### config.mk
export PLATFORM = sky130hd
export DESIGN_NAME = asr_host
export DESIGN_NICKNAME = d
export VERILOG_FILES = /design/src/hdl/asr_pkg.sv /design/src/hdl/asr_timer.sv /design/src/hdl/asr_host.sv
export SDC_FILE = /design/constraint.sdc
export NUM_CORES = 1
export LEC_CHECK = 0
export BUFFER_PORTS_ARGS = -buffer_cell sky130_fd_sc_hd__buf_4
export CAP_MARGIN = 20
export CORE_ASPECT_RATIO = 1.75
export CORE_UTILIZATION = 42
export DETAILED_ROUTE_END_ITERATION = 6
export PLACE_DENSITY_LB_ADDON = 0.08
export SYNTH_ARGS = -nofsm -noshare
export SYNTH_HDL_FRONTEND = slang
export SYNTH_HIERARCHICAL = 1
export SYNTH_SLANG_ARGS = --single-unit
### constraint.sdc
create_clock -name clk -period 2.7 [get_ports clk]
set_input_delay 0.135 -clock clk [delete_from_list [all_inputs] [get_ports clk]]
set_output_delay 0.135 -clock clk [all_outputs]
set_load 0.01 [all_outputs]
### src/hdl/asr_pkg.sv
// Timing constants and types shared by the asynchronous SRAM host controller
package asr_pkg;
   localparam int ASR_ADDR_W  = 18;
   localparam int ASR_DATA_W  = 16;
   localparam int ASR_BE_W    = 2;
   localparam int ASR_CLK_MHZ = 20;
   localparam int ASR_CLK_PS  = 1000000 / ASR_CLK_MHZ;
   // Slow grade figures in ns, so a controller also suits the fast grade
   localparam int ASR_READ_CYCLE_MIN_NS     = 15;
   localparam int ASR_WRITE_CYCLE_MIN_NS    = 15;
   localparam int ASR_ADDRESS_ACCESS_MAX_NS = 15;
   localparam int ASR_SELECT_ACCESS_MAX_NS  = 15;
   localparam int ASR_ADDRESS_SETUP_MIN_NS  = 0;
   localparam int ASR_WRITE_RECOVERY_MIN_NS = 0;
   localparam int ASR_WRITE_PULSE_MIN_NS    = 10;
   localparam int ASR_DATA_SETUP_MIN_NS     = 7;
   localparam int ASR_DATA_HOLD_MIN_NS      = 0;
   localparam int ASR_RELEASE_MAX_NS        = 7;
   // Minimums round up; at least one cycle each
   function automatic int asr_cyc_up(input int ns);
      int c;
      c = (ns * 1000 + ASR_CLK_PS - 1) / ASR_CLK_PS;
      return (c < 1) ? 1 : c;
   endfunction
   localparam int ASR_RD_CYC = asr_cyc_up(ASR_ADDRESS_ACCESS_MAX_NS);
   localparam int ASR_RC_CYC = asr_cyc_up(ASR_READ_CYCLE_MIN_NS);
   localparam int ASR_WP_CYC = asr_cyc_up(ASR_WRITE_PULSE_MIN_NS);
   localparam int ASR_DW_CYC = asr_cyc_up(ASR_DATA_SETUP_MIN_NS);
   localparam int ASR_WC_CYC = asr_cyc_up(ASR_WRITE_CYCLE_MIN_NS);
   localparam int ASR_HZ_CYC = asr_cyc_up(ASR_RELEASE_MAX_NS);
   localparam int ASR_SU_CYC = asr_cyc_up(ASR_ADDRESS_SETUP_MIN_NS);
   localparam int ASR_WR_CYC = asr_cyc_up(ASR_WRITE_RECOVERY_MIN_NS);
   localparam int ASR_DH_CYC = asr_cyc_up(ASR_DATA_HOLD_MIN_NS);
   localparam int ASR_CNT_W   = 4;
   localparam logic [ASR_CNT_W-1:0] ASR_CNT_ZERO = 4'h0;
   typedef enum logic [5:0] {
      ASR_IDLE  = 6'b000001,
      ASR_SETUP = 6'b000010,
      ASR_RDACC = 6'b000100,
      ASR_WRPUL = 6'b001000,
      ASR_HOLD  = 6'b010000,
      ASR_GAP   = 6'b100000
   } asr_state_t;
endpackage

### src/hdl/asr_timer.sv
// Down counter that paces each phase of an SRAM access
`timescale 1ns/1ps
module asr_timer (
   // Clock and reset
   input  wire logic                          clk,
   input  wire logic                          reset_n,
   // Control
   input  wire logic                          load,
   input  wire logic [asr_pkg::ASR_CNT_W-1:0] load_val,
   // Status
   output logic                               done
);
   import asr_pkg::*;
   logic [ASR_CNT_W-1:0] cnt_r;
   always_ff @(posedge clk) begin
      if (!reset_n) begin
         cnt_r <= ASR_CNT_ZERO;
      end else if (load) begin
         cnt_r <= load_val;
      end else if (cnt_r != ASR_CNT_ZERO) begin
         cnt_r <= cnt_r - 4'h1;
      end
   end
   // Done ignores load, so a caller may reload on done without a loop
   assign done = (cnt_r == ASR_CNT_ZERO);
endmodule

### src/hdl/asr_host.sv
// Host controller that drives a 256K x 16 asynchronous SRAM over its pins
// How it works
// RULE1: Write pulse only with select, enable, byte; code also pulses write enable with select when byte enable is empty
// RULE2: Address changes only while select deasserted
// RULE3: Byte selects fall no earlier than write enable
// RULE4: Host never drives bus during reads
// RULE5: Address settles a cycle before strobes
// RULE6: Address held a cycle after strobes rise
// RULE7: Write enable low at least pulse cycles
// RULE8: Byte selects low whole write pulse
// RULE9: Data driven before pulse, held after; code starts driving as write enable falls if setup is one cycle
// RULE10: Each access lasts at least cycle minimum
// RULE11: Read sampled after address access time
// RULE12: Output enable asserted whole access time
// RULE13: Data sampled before address moves
// RULE14: Turnaround gap before host drives again
// RULE15: Device drive start needs nothing special
// RULE16: Byte enables pick which read bytes count
// RULE17: Nanosecond limits rounded to whole cycles
// RULE18: Bus drivers off before device can drive
`timescale 1ns/1ps
module asr_host (
   // Clock and reset
   input  wire logic                           clk,
   input  wire logic                           reset_n,
   // User request
   input  wire logic                           req_valid,
   output logic                                req_ready,
   input  wire logic                           req_write,
   input  wire logic [asr_pkg::ASR_ADDR_W-1:0] req_addr,
   input  wire logic [asr_pkg::ASR_DATA_W-1:0] req_wdata,
   input  wire logic [asr_pkg::ASR_BE_W-1:0]   req_byte_en,
   // User answer
   output logic                                rsp_valid,
   output logic [asr_pkg::ASR_DATA_W-1:0]      rsp_rdata,
   // SRAM pins
   output logic [asr_pkg::ASR_ADDR_W-1:0]      word_address,
   output logic                                chip_select_n,
   output logic                                output_enable_n,
   output logic                                write_enable_n,
   output logic                                lower_byte_select_n,
   output logic                                upper_byte_select_n,
   input  wire logic [asr_pkg::ASR_DATA_W-1:0] data_bus_in,
   output logic [asr_pkg::ASR_DATA_W-1:0]      data_bus_out,
   output logic                                data_bus_oe
);
   import asr_pkg::*;

   // Timer loads one less than the cycles a phase must last
   function automatic logic [ASR_CNT_W-1:0] asr_cnt(input int cyc);
      return ASR_CNT_W'(cyc - 1); //RULE17
   endfunction

   function automatic int asr_max(input int a, input int b);
      return (a > b) ? a : b;
   endfunction

   // Strobes are low only in the two access states
   function automatic logic asr_strobing(input asr_state_t s);
      return (s == ASR_RDACC) || (s == ASR_WRPUL);
   endfunction

   // Each phase covers every limit that ends inside it; one counter width fits all
   localparam int RD_LEN = asr_max(asr_max(ASR_RD_CYC, ASR_RC_CYC),
                                   asr_cyc_up(ASR_SELECT_ACCESS_MAX_NS)); //RULE17
   localparam int WP_LEN = asr_max(asr_max(ASR_WP_CYC, ASR_DW_CYC), ASR_WC_CYC);
   localparam int HD_LEN = asr_max(ASR_WR_CYC, ASR_DH_CYC);

   asr_state_t           state_r;
   asr_state_t           state_nxt;
   logic                 wr_r;
   logic                 was_read_r;
   logic [ASR_BE_W-1:0]  be_r;
   logic                 tmr_load;
   logic [ASR_CNT_W-1:0] tmr_val;
   logic                 tmr_done;
   logic                 take;
   logic                 strobe_nxt;

   asr_timer u_timer (
      .clk      (clk),
      .reset_n  (reset_n),
      .load     (tmr_load),
      .load_val (tmr_val),
      .done     (tmr_done)
   );

   // Empty byte enable is accepted and runs a full access with both byte selects high
   assign req_ready = (state_r == ASR_IDLE);
   assign take      = req_valid && req_ready;
   // Strobes follow the next state, so each leaves a flop with no glitch
   assign strobe_nxt = asr_strobing(state_nxt);

   always_comb begin
      state_nxt = state_r;
      tmr_load  = 1'b0;
      tmr_val   = ASR_CNT_ZERO;
      case (state_r)
         ASR_IDLE: begin
            if (take) begin
               state_nxt = ASR_SETUP;
               tmr_load  = 1'b1;
               // After a read, the device may still drive for the release time
               tmr_val   = (req_write && was_read_r) ? asr_cnt(ASR_HZ_CYC) //RULE18
                                                     : asr_cnt(ASR_SU_CYC); //RULE5
            end
         end
         ASR_SETUP: begin
            if (tmr_done) begin
               tmr_load = 1'b1;
               if (wr_r) begin
                  state_nxt = ASR_WRPUL;
                  tmr_val   = asr_cnt(WP_LEN); //RULE7 RULE9
               end else begin
                  state_nxt = ASR_RDACC;
                  tmr_val   = asr_cnt(RD_LEN); //RULE11 RULE18
               end
            end
         end
         ASR_RDACC: begin
            if (tmr_done) begin
               state_nxt = ASR_GAP;
               tmr_load  = 1'b1;
               tmr_val   = asr_cnt(ASR_HZ_CYC); //RULE14
            end
         end
         ASR_WRPUL: begin
            if (tmr_done) begin
               state_nxt = ASR_HOLD;
               tmr_load  = 1'b1;
               tmr_val   = asr_cnt(HD_LEN); //RULE6
            end
         end
         ASR_HOLD: begin
            if (tmr_done) begin
               state_nxt = ASR_IDLE;
            end
         end
         ASR_GAP: begin
            if (tmr_done) begin
               state_nxt = ASR_IDLE;
            end
         end
         default: begin
            state_nxt = ASR_IDLE;
         end
      endcase
   end

   always_ff @(posedge clk) begin
      if (!reset_n) begin
         state_r <= ASR_IDLE;
      end else begin
         state_r <= state_nxt;
      end
   end

   // Request capture; address moves only in idle with all strobes high
   always_ff @(posedge clk) begin
      if (!reset_n) begin
         word_address <= '0;
         data_bus_out <= '0;
         wr_r         <= 1'b0;
         be_r         <= 2'h0;
         was_read_r   <= 1'b0;
      end else if (take) begin
         word_address <= req_addr; //RULE2
         data_bus_out <= req_wdata;
         wr_r         <= req_write;
         be_r         <= req_byte_en;
         was_read_r   <= !req_write;
      end
   end

   // Strobes registered; a read and a write each span at least the cycle minimum
   always_ff @(posedge clk) begin
      if (!reset_n) begin
         chip_select_n       <= 1'b1;
         output_enable_n     <= 1'b1;
         write_enable_n      <= 1'b1;
         lower_byte_select_n <= 1'b1;
         upper_byte_select_n <= 1'b1;
      end else begin
         // On a write, select and write enable fall together, so the device never drives during a write
         chip_select_n       <= !strobe_nxt; //RULE10
         output_enable_n     <= !(state_nxt == ASR_RDACC); //RULE12
         write_enable_n      <= !(state_nxt == ASR_WRPUL); //RULE1 RULE3
         lower_byte_select_n <= !(strobe_nxt && be_r[0]); //RULE8
         upper_byte_select_n <= !(strobe_nxt && be_r[1]); //RULE8
      end
   end

   // Drive data from the second setup cycle, else from the pulse, through hold of a write only
   always_ff @(posedge clk) begin
      if (!reset_n) begin
         data_bus_oe <= 1'b0;
      end else begin
         // Third term matters only when setup runs longer than one cycle
         data_bus_oe <= wr_r && (state_nxt == ASR_WRPUL ||
                        (state_nxt == ASR_HOLD) ||
                        (state_nxt == ASR_SETUP && state_r == ASR_SETUP)); //RULE4 RULE9
      end
   end

   // Sample in the last access cycle while address is still stable
   always_ff @(posedge clk) begin
      if (!reset_n) begin
         rsp_valid <= 1'b0;
         rsp_rdata <= '0;
      end else begin
         rsp_valid <= 1'b0;
         if (state_r == ASR_RDACC && tmr_done) begin
            rsp_valid <= 1'b1; //RULE13
            // Unselected lanes read as zero, whatever floats on them
            rsp_rdata <= {be_r[1] ? data_bus_in[15:8] : 8'h00,
                          be_r[0] ? data_bus_in[7:0]  : 8'h00}; //RULE16
         end else if (state_r == ASR_HOLD && tmr_done) begin
            // Write done; read data keeps its last value
            rsp_valid <= 1'b1;
         end
      end
   end
endmodule

==> flow_metrics.tcl, run 1 <==
set metrics [dict create \
    cp.arrival_ns 2.11 \
    clk_pin_slew_ns 0.05 \
    hp-start "req_wdata[10]" \
    initial_utilization 0.437 \
    fin_crit_ns 1.90 \
    post_cts_buffers 0 \
    met3_wirelength_um 415 \
    drc 0 \
    seq_area_sq_um 1400 \
    critical_path_class "register to register" \
    hold-path-endpoint "data_bus_out[10]" \
    finalSetupViolations 0 \
    first_pass_iters 4 \
    path_common_cell "nand2b_1" \
    dr.max_layer_used "met4" \
    setup_tns_ns 0 \
    muxShareOfSynthArea 0.0108 \
    dpl_cell_area_sq_um 3870 \
    cts_sinks 70 \
    r2r_cells 8 \
    r2r_slack_ns 0.80 \
    hold_depth 3 \
    yosys.area.top_type_share 0.464 \
    cts_made_buffers 9 \
    grt_max_degree 70 \
    cts_tree "yes" \
    period_share 0.704 \
    antenna_found_initial 0 \
    r2r-end "u_timer/cnt_r[0]" \
    synth_area_leader_cell "dfxtp_1" \
    syn_inst 337 \
    cts_hold_buffers 0 \
    final_nets 503 \
    final_area_sq_um 4140 \
    fmax_mhz 526 \
    yosys_warnings 6 \
    start_kind "register" \
    syn_to_final_growth_pct 36.9 \
    max-cap-violations 0 \
    synth_compound_area_frac 0.176 \
    synthAdderAreaFrac 0.00414 \
    fillers 647 \
    met1Wirelength_um 2850 \
    grt.overflow.total 0 \
    core_area_sq_um 6910 \
    tightest_slew_ns 0.611 \
    insertion_delay_ns 0.33 \
    final_common_cell "buf_4" \
    die_area_sq_um 7550 \
    crit_path_top_delay_cell "o41ai_1" \
    routed_wl_um 7080 \
    h-tree-depth 3 \
    rows 40 \
    post_route_cells_drive_above_1_share 0.356 \
    die_h_um 114 \
    power.density_nw_per_um2 655 \
    ys_types 45 \
    dieWidth_um 66.1 \
    hpwlAfterDp_um 4900 \
    synth-simple-area-share 0.260 \
    synthTopCellsByArea "dfxtp_1, nand2_1, a21boi_1" \
    yosys_register_bits 70 \
    dr_total_vias 2611 \
    n_antenna_cell 0 \
    grt_pass1_wl_um 11100 \
    grt_usage 0.194 \
    required_ns 2.91 \
    clock_path_buffers 2 \
    wl_met2_um 3670 \
    syn_area_sq_um 3020 \
    r2r-start "u_timer/cnt_r[0]" \
    avgRoutedWirePerCell_um 13.2 \
    hold_viol_final 0 \
    gp_congestion 0.815 \
    post-route-util 0.599 \
    portBuffers 113 \
    final_cell_mix "buf_4, nand2_1, dfxtp_1" \
    syn_area_per_cell_sq_um 8.96 \
    synth_xor_area_frac 0.0203 \
    ir_worst_vdd_mv 0.440 \
    antenna_left 0 \
    min_path_type "input pin to register" \
    finalMaxSlewViolations 0 \
    viasPerCell 4.89 \
    ctsRootBufferMaster "clkbuf_16" \
    cts_resized 0 \
    skew_ns 0.00371 \
    ys_seq_area_frac 0.464 \
    drtIter0Drc 112 \
    io_pins 114 \
    path_max_fanout 6 \
    cpPeakStageDelay_ns 0.32 \
    cp_cell_sequence "inv_1, ha_1, nor3b_4, nand2b_1, o41ai_1, buf_4, nand2b_1, o21ai_1" \
    synth_top_family_by_area "simple AND/OR/NAND/NOR gates" \
    power.leakage_nw 1.74 \
    grt_pass1_vias 2398 \
    slew_headroom 0.593 \
    status "completed" \
    endpoint_kind "register" \
    multiInputGateArea_sq_um 1440 \
    rsz0062_at_grt "false" \
]
-- routing by layer --
| layer | track usage | up-vias |
|---|---|---|
| met5 | 0 | - |
| met4 | 0.0922 | 0 |
| met3 | 0.0608 | 13 |
| met2 | 0.329 | 73 |
| met1 | 0.215 | 1184 |
| li1 | - | 1341 |
-- power by group --
group          internal [mW]  leakage [nW]  switching, mW
combinational          0.251          1.04          0.241
sequential              1.10         0.571         0.0530
clock                  0.665         0.133          0.400
-- cells by family after synthesis --
| group | Yosys count |
|---|---|
| simple gates | 159 |
| fa+ha+maj | 1 |
| compound gates | 67 |
| mux | 3 |
| xor+xnor | 7 |
| flops | 70 |
| buf+inv | 29 |
| other cells | 1 |
-- stage by stage --
step	total power [mW]	hold WS, ns	instances	setup slack (ns)
global route	2.83	0.0468	534	0.573
finish	2.71	0.0514	534	0.799
CTS	2.74	0.0450	534	0.780
global placement	1.65	0.381	519	0.886
detailed placement	1.67	0.390	519	0.789
floorplan	1.48	0.268	340	0.665
-- state kept, by name, summed over array words and instances (netlist names) --
| register | flops |
|---|---|
| write_enable_n | 1 |
| rsp_rdata | 16 |
| be_r | 2 |
| state_r | 6 |
| data_bus_oe | 1 |
| output_enable_n | 1 |
| rsp_valid | 1 |
| word_address | 18 |
| lower_byte_select_n | 1 |
| u_timer/cnt_r | 4 |
| wr_r | 1 |
| data_bus_out | 16 |
| upper_byte_select_n | 1 |
| chip_select_n | 1 |
-- cell usage after synthesis (all sizes together) --
master    n
xor2      3
nor4bb    1
inv       3
a31oi     1
and3      1
nand2b    5
nand3b    1
o211ai    1
mux2      2
conb      1
buf      14
ha        1
nand2    98
and2      3
nand4     3
o31ai     2
o41ai     1
nand3    27
a21oi     1
xnor2     4
dfxtp    70
mux2i     1
clkbuf   12
and4      2
nand4b    1
nor3      5
o2111ai   1
nor2      9
nor3b     3
o211a     1
o22ai     2
o21ai     4
a21boi   53
-- worst max path at each step --
stage / from / end / slack (ns) / cells after the start
after floorplan: u_timer/cnt_r[0] / u_timer/cnt_r[3] / 0.66 / 7
after global placement: u_timer/cnt_r[0] / rsp_rdata[15] / 0.89 / 8
after detailed placement: u_timer/cnt_r[0] / rsp_rdata[3] / 0.79 / 8
after CTS: u_timer/cnt_r[0] / rsp_rdata[3] / 0.78 / 8
after global routing: u_timer/cnt_r[0] / rsp_rdata[4] / 0.57 / 8
final: u_timer/cnt_r[0] / u_timer/cnt_r[0] / 0.80 / 8
-- critical path: cells and delay by family, from the launching register on --
family	cells	cell delay, ns
simple gates	3	0.59
compound gates	2	0.41
flops	1	0.31
buf+inv	2	0.27
fa+ha+maj	1	0.19
-- area by class of cell --
type | count | area share
sequential | 70 | 0.339
multi-input combinational | 241 | 0.348
clock inverter | 1 | 0.00121
inverter | 3 | 0.00272
clock buffer | 14 | 0.0638
tap | 84 | 0.0254
timing repair buffer | 121 | 0.220
(Power assumes the default switching activity.)
==> inputs of run 2 (changes only) <==
Clock period 2.7 ns to 1.8 ns, I/O delays scaled along.
==> run 2 against run 1 <==
  * First-iteration DRC count decreased by 17%
  * Hold slack got worse by 0.039 ns
  * Sequential share of layout area is 2.6 points lower
  * Critical path type unchanged
==> flow_metrics.tcl, run 2 (synthesized netlist as in run 1, its figures left out) <==
set metrics [dict create \
    fin_crit_ns 1.71 \
    first_pass_iters 4 \
    crit_start "u_timer/cnt_r[0]" \
    dieWidth_um 66.1 \
    path_max_fanout 4 \
    endpoint_kind "register" \
    switchingPower_mw 1.13 \
    netSwitchingFraction 0.262 \
    power.density_nw_per_um2 964 \
    largest_reg_flops 18 \
    io_pins 114 \
    internal_power_mw 3.19 \
    hold_depth 3 \
    skew_ns 0.00658 \
    holdWs_ns 0.0122 \
    cts_sinks 70 \
    slew_headroom 0.652 \
    finalMaxSlewViolations 0 \
    r2r-end "u_timer/cnt_r[3]" \
    period_share 0.950 \
    post_route_cells_drive_above_1_share 0.380 \
    final_cell_mix "buf_4, nand2_1, dfxtp_1" \
    largest_register "word_address" \
    dpl_cell_area_sq_um 3980 \
    power.leakage_nw 1.91 \
    rows 40 \
    seqPwrFrac 0.401 \
    clk_pin_slew_ns 0.06 \
    die_area_sq_um 7550 \
    avgRoutedWirePerCell_um 13.3 \
    core_area_sq_um 6910 \
    insertion_delay_ns 0.33 \
    r2r_slack_ns 0.09 \
    power_frac_clock 0.386 \
    final_area_sq_um 4480 \
    max-cap-violations 0 \
    ctsRootBufferMaster "clkbuf_16" \
    status "completed" \
    drtIter0Drc 93 \
    hpwlAfterDp_um 5200 \
    tightest_slew_ns 0.521 \
    die_h_um 114 \
    grt_max_degree 39 \
    hold-path-endpoint "word_address[12]" \
    viasPerCell 4.90 \
    rsz0062_at_grt "true" \
    top_regs "word_address x18, data_bus_out x16, rsp_rdata x16" \
    critical_path_class "register to register" \
    antenna_found_initial 0 \
    clock_path_buffers 2 \
    setup_ws_ns 0.0909 \
    initial_utilization 0.437 \
    place_ws_ns 0.0781 \
    cts_tree "yes" \
    dr_total_vias 2760 \
    routed_wl_um 7500 \
    r2r_cells 7 \
    grt_pass1_wl_um 11800 \
    cts_made_buffers 9 \
    grt.overflow.total 0 \
    portBuffers 113 \
    grt_pass1_vias 2518 \
    min_path_type "input pin to register" \
    ir_worst_vdd_mv 0.643 \
    required_ns 2.02 \
    final_nets 531 \
    n_antenna_cell 0 \
    post-route-util 0.649 \
    h-tree-depth 3 \
    drc 0 \
    grt_usage 0.205 \
    start_kind "register" \
    syn_to_final_growth_pct 48.5 \
    final_common_cell "buf_4" \
    fmax_mhz 585 \
    cp.arrival_ns 1.93 \
    gp_congestion 0.792 \
    finalSetupViolations 0 \
    hp-start "req_addr[12]" \
    power_frac_comb 0.214 \
    r2r-start "u_timer/cnt_r[0]" \
    hold_viol_final 0 \
    antenna_left 0 \
]
[run 2: changes by cell type in the layout (fill, tap and decap cells not counted), sizes merged]
| cell | before | now |
|---|---|---|
| clkinvlp | 0 | 1 |
| clkinv | 1 | 2 |
| clkbuf | 14 | 13 |
| buf | 121 | 131 |
| dlygate4sd3 | 0 | 18 |
[run 2: final cells by class]
class	count	area, sq um
repair buffers	149	1190
multi-input cells	241	1490
clock inverters	3	17.5
flip-flops and latches	70	1400
well taps	84	105
fillers	595	2420
inverters	3	11.3
clock buffers	13	270
[run 2: stage by stage]
step                setup TNS (ns)  power [mW]  cells
finish                           0        4.32    563
global route              -0.00947        4.53    563
CTS                              0        4.31    560
detailed placement               0        2.59    526
global placement                 0        2.56    526
floorplan                        0        2.25    340
[run 2: layer usage]
layer	up-vias	wire length (um)	global-route usage
met5	-	0	0
met2	93	3920	0.346
met4	0	144	0.108
met3	11	406	0.0538
met1	1260	3020	0.232
li1	1396	-	-
[run 2: timing repair]
| item | CTS | global route |
|---|---|---|
| endpoints found under the setup margin | 0 | 4 |
| gates resized for setup | 0 | 3 |
| hold endpoints to repair | 18 | 0 |
| setup buffers | 0 | 3 |
| hold buffers | 18 | 0 |
[run 2: critical path, cell delays in order (launching register included)]
cell and delay, ns:
dfxtp_2 0.32, inv_2 0.08, ha_4 0.14, nor3b_4 0.23
nand2b_1 0.15, o41ai_4 0.41, nand2b_4 0.22, o31ai_2 0.06
[run 2: worst max-delay path by stage]
stage	end	slack [ns]	depth (start not counted)
4_1_cts	u_timer/cnt_r[0]	0.06	7
3_3_place_gp	u_timer/cnt_r[0]	0.15	7
5_1_grt	u_timer/cnt_r[3]	-0.008	7
6_report	u_timer/cnt_r[3]	0.09	7
3_5_place_dp	u_timer/cnt_r[3]	0.08	7
2_1_floorplan	u_timer/cnt_r[3]	0.01	7
[run 2: power by group through the flow]
stage	sequential, mW	combinational, mW	clock (mW)
after floorplan	1.77	0.489	0
after global placement	1.76	0.800	0
after detailed placement	1.77	0.828	0
after CTS	1.73	0.862	1.71
after global routing	1.75	1.01	1.78
final	1.73	0.924	1.67
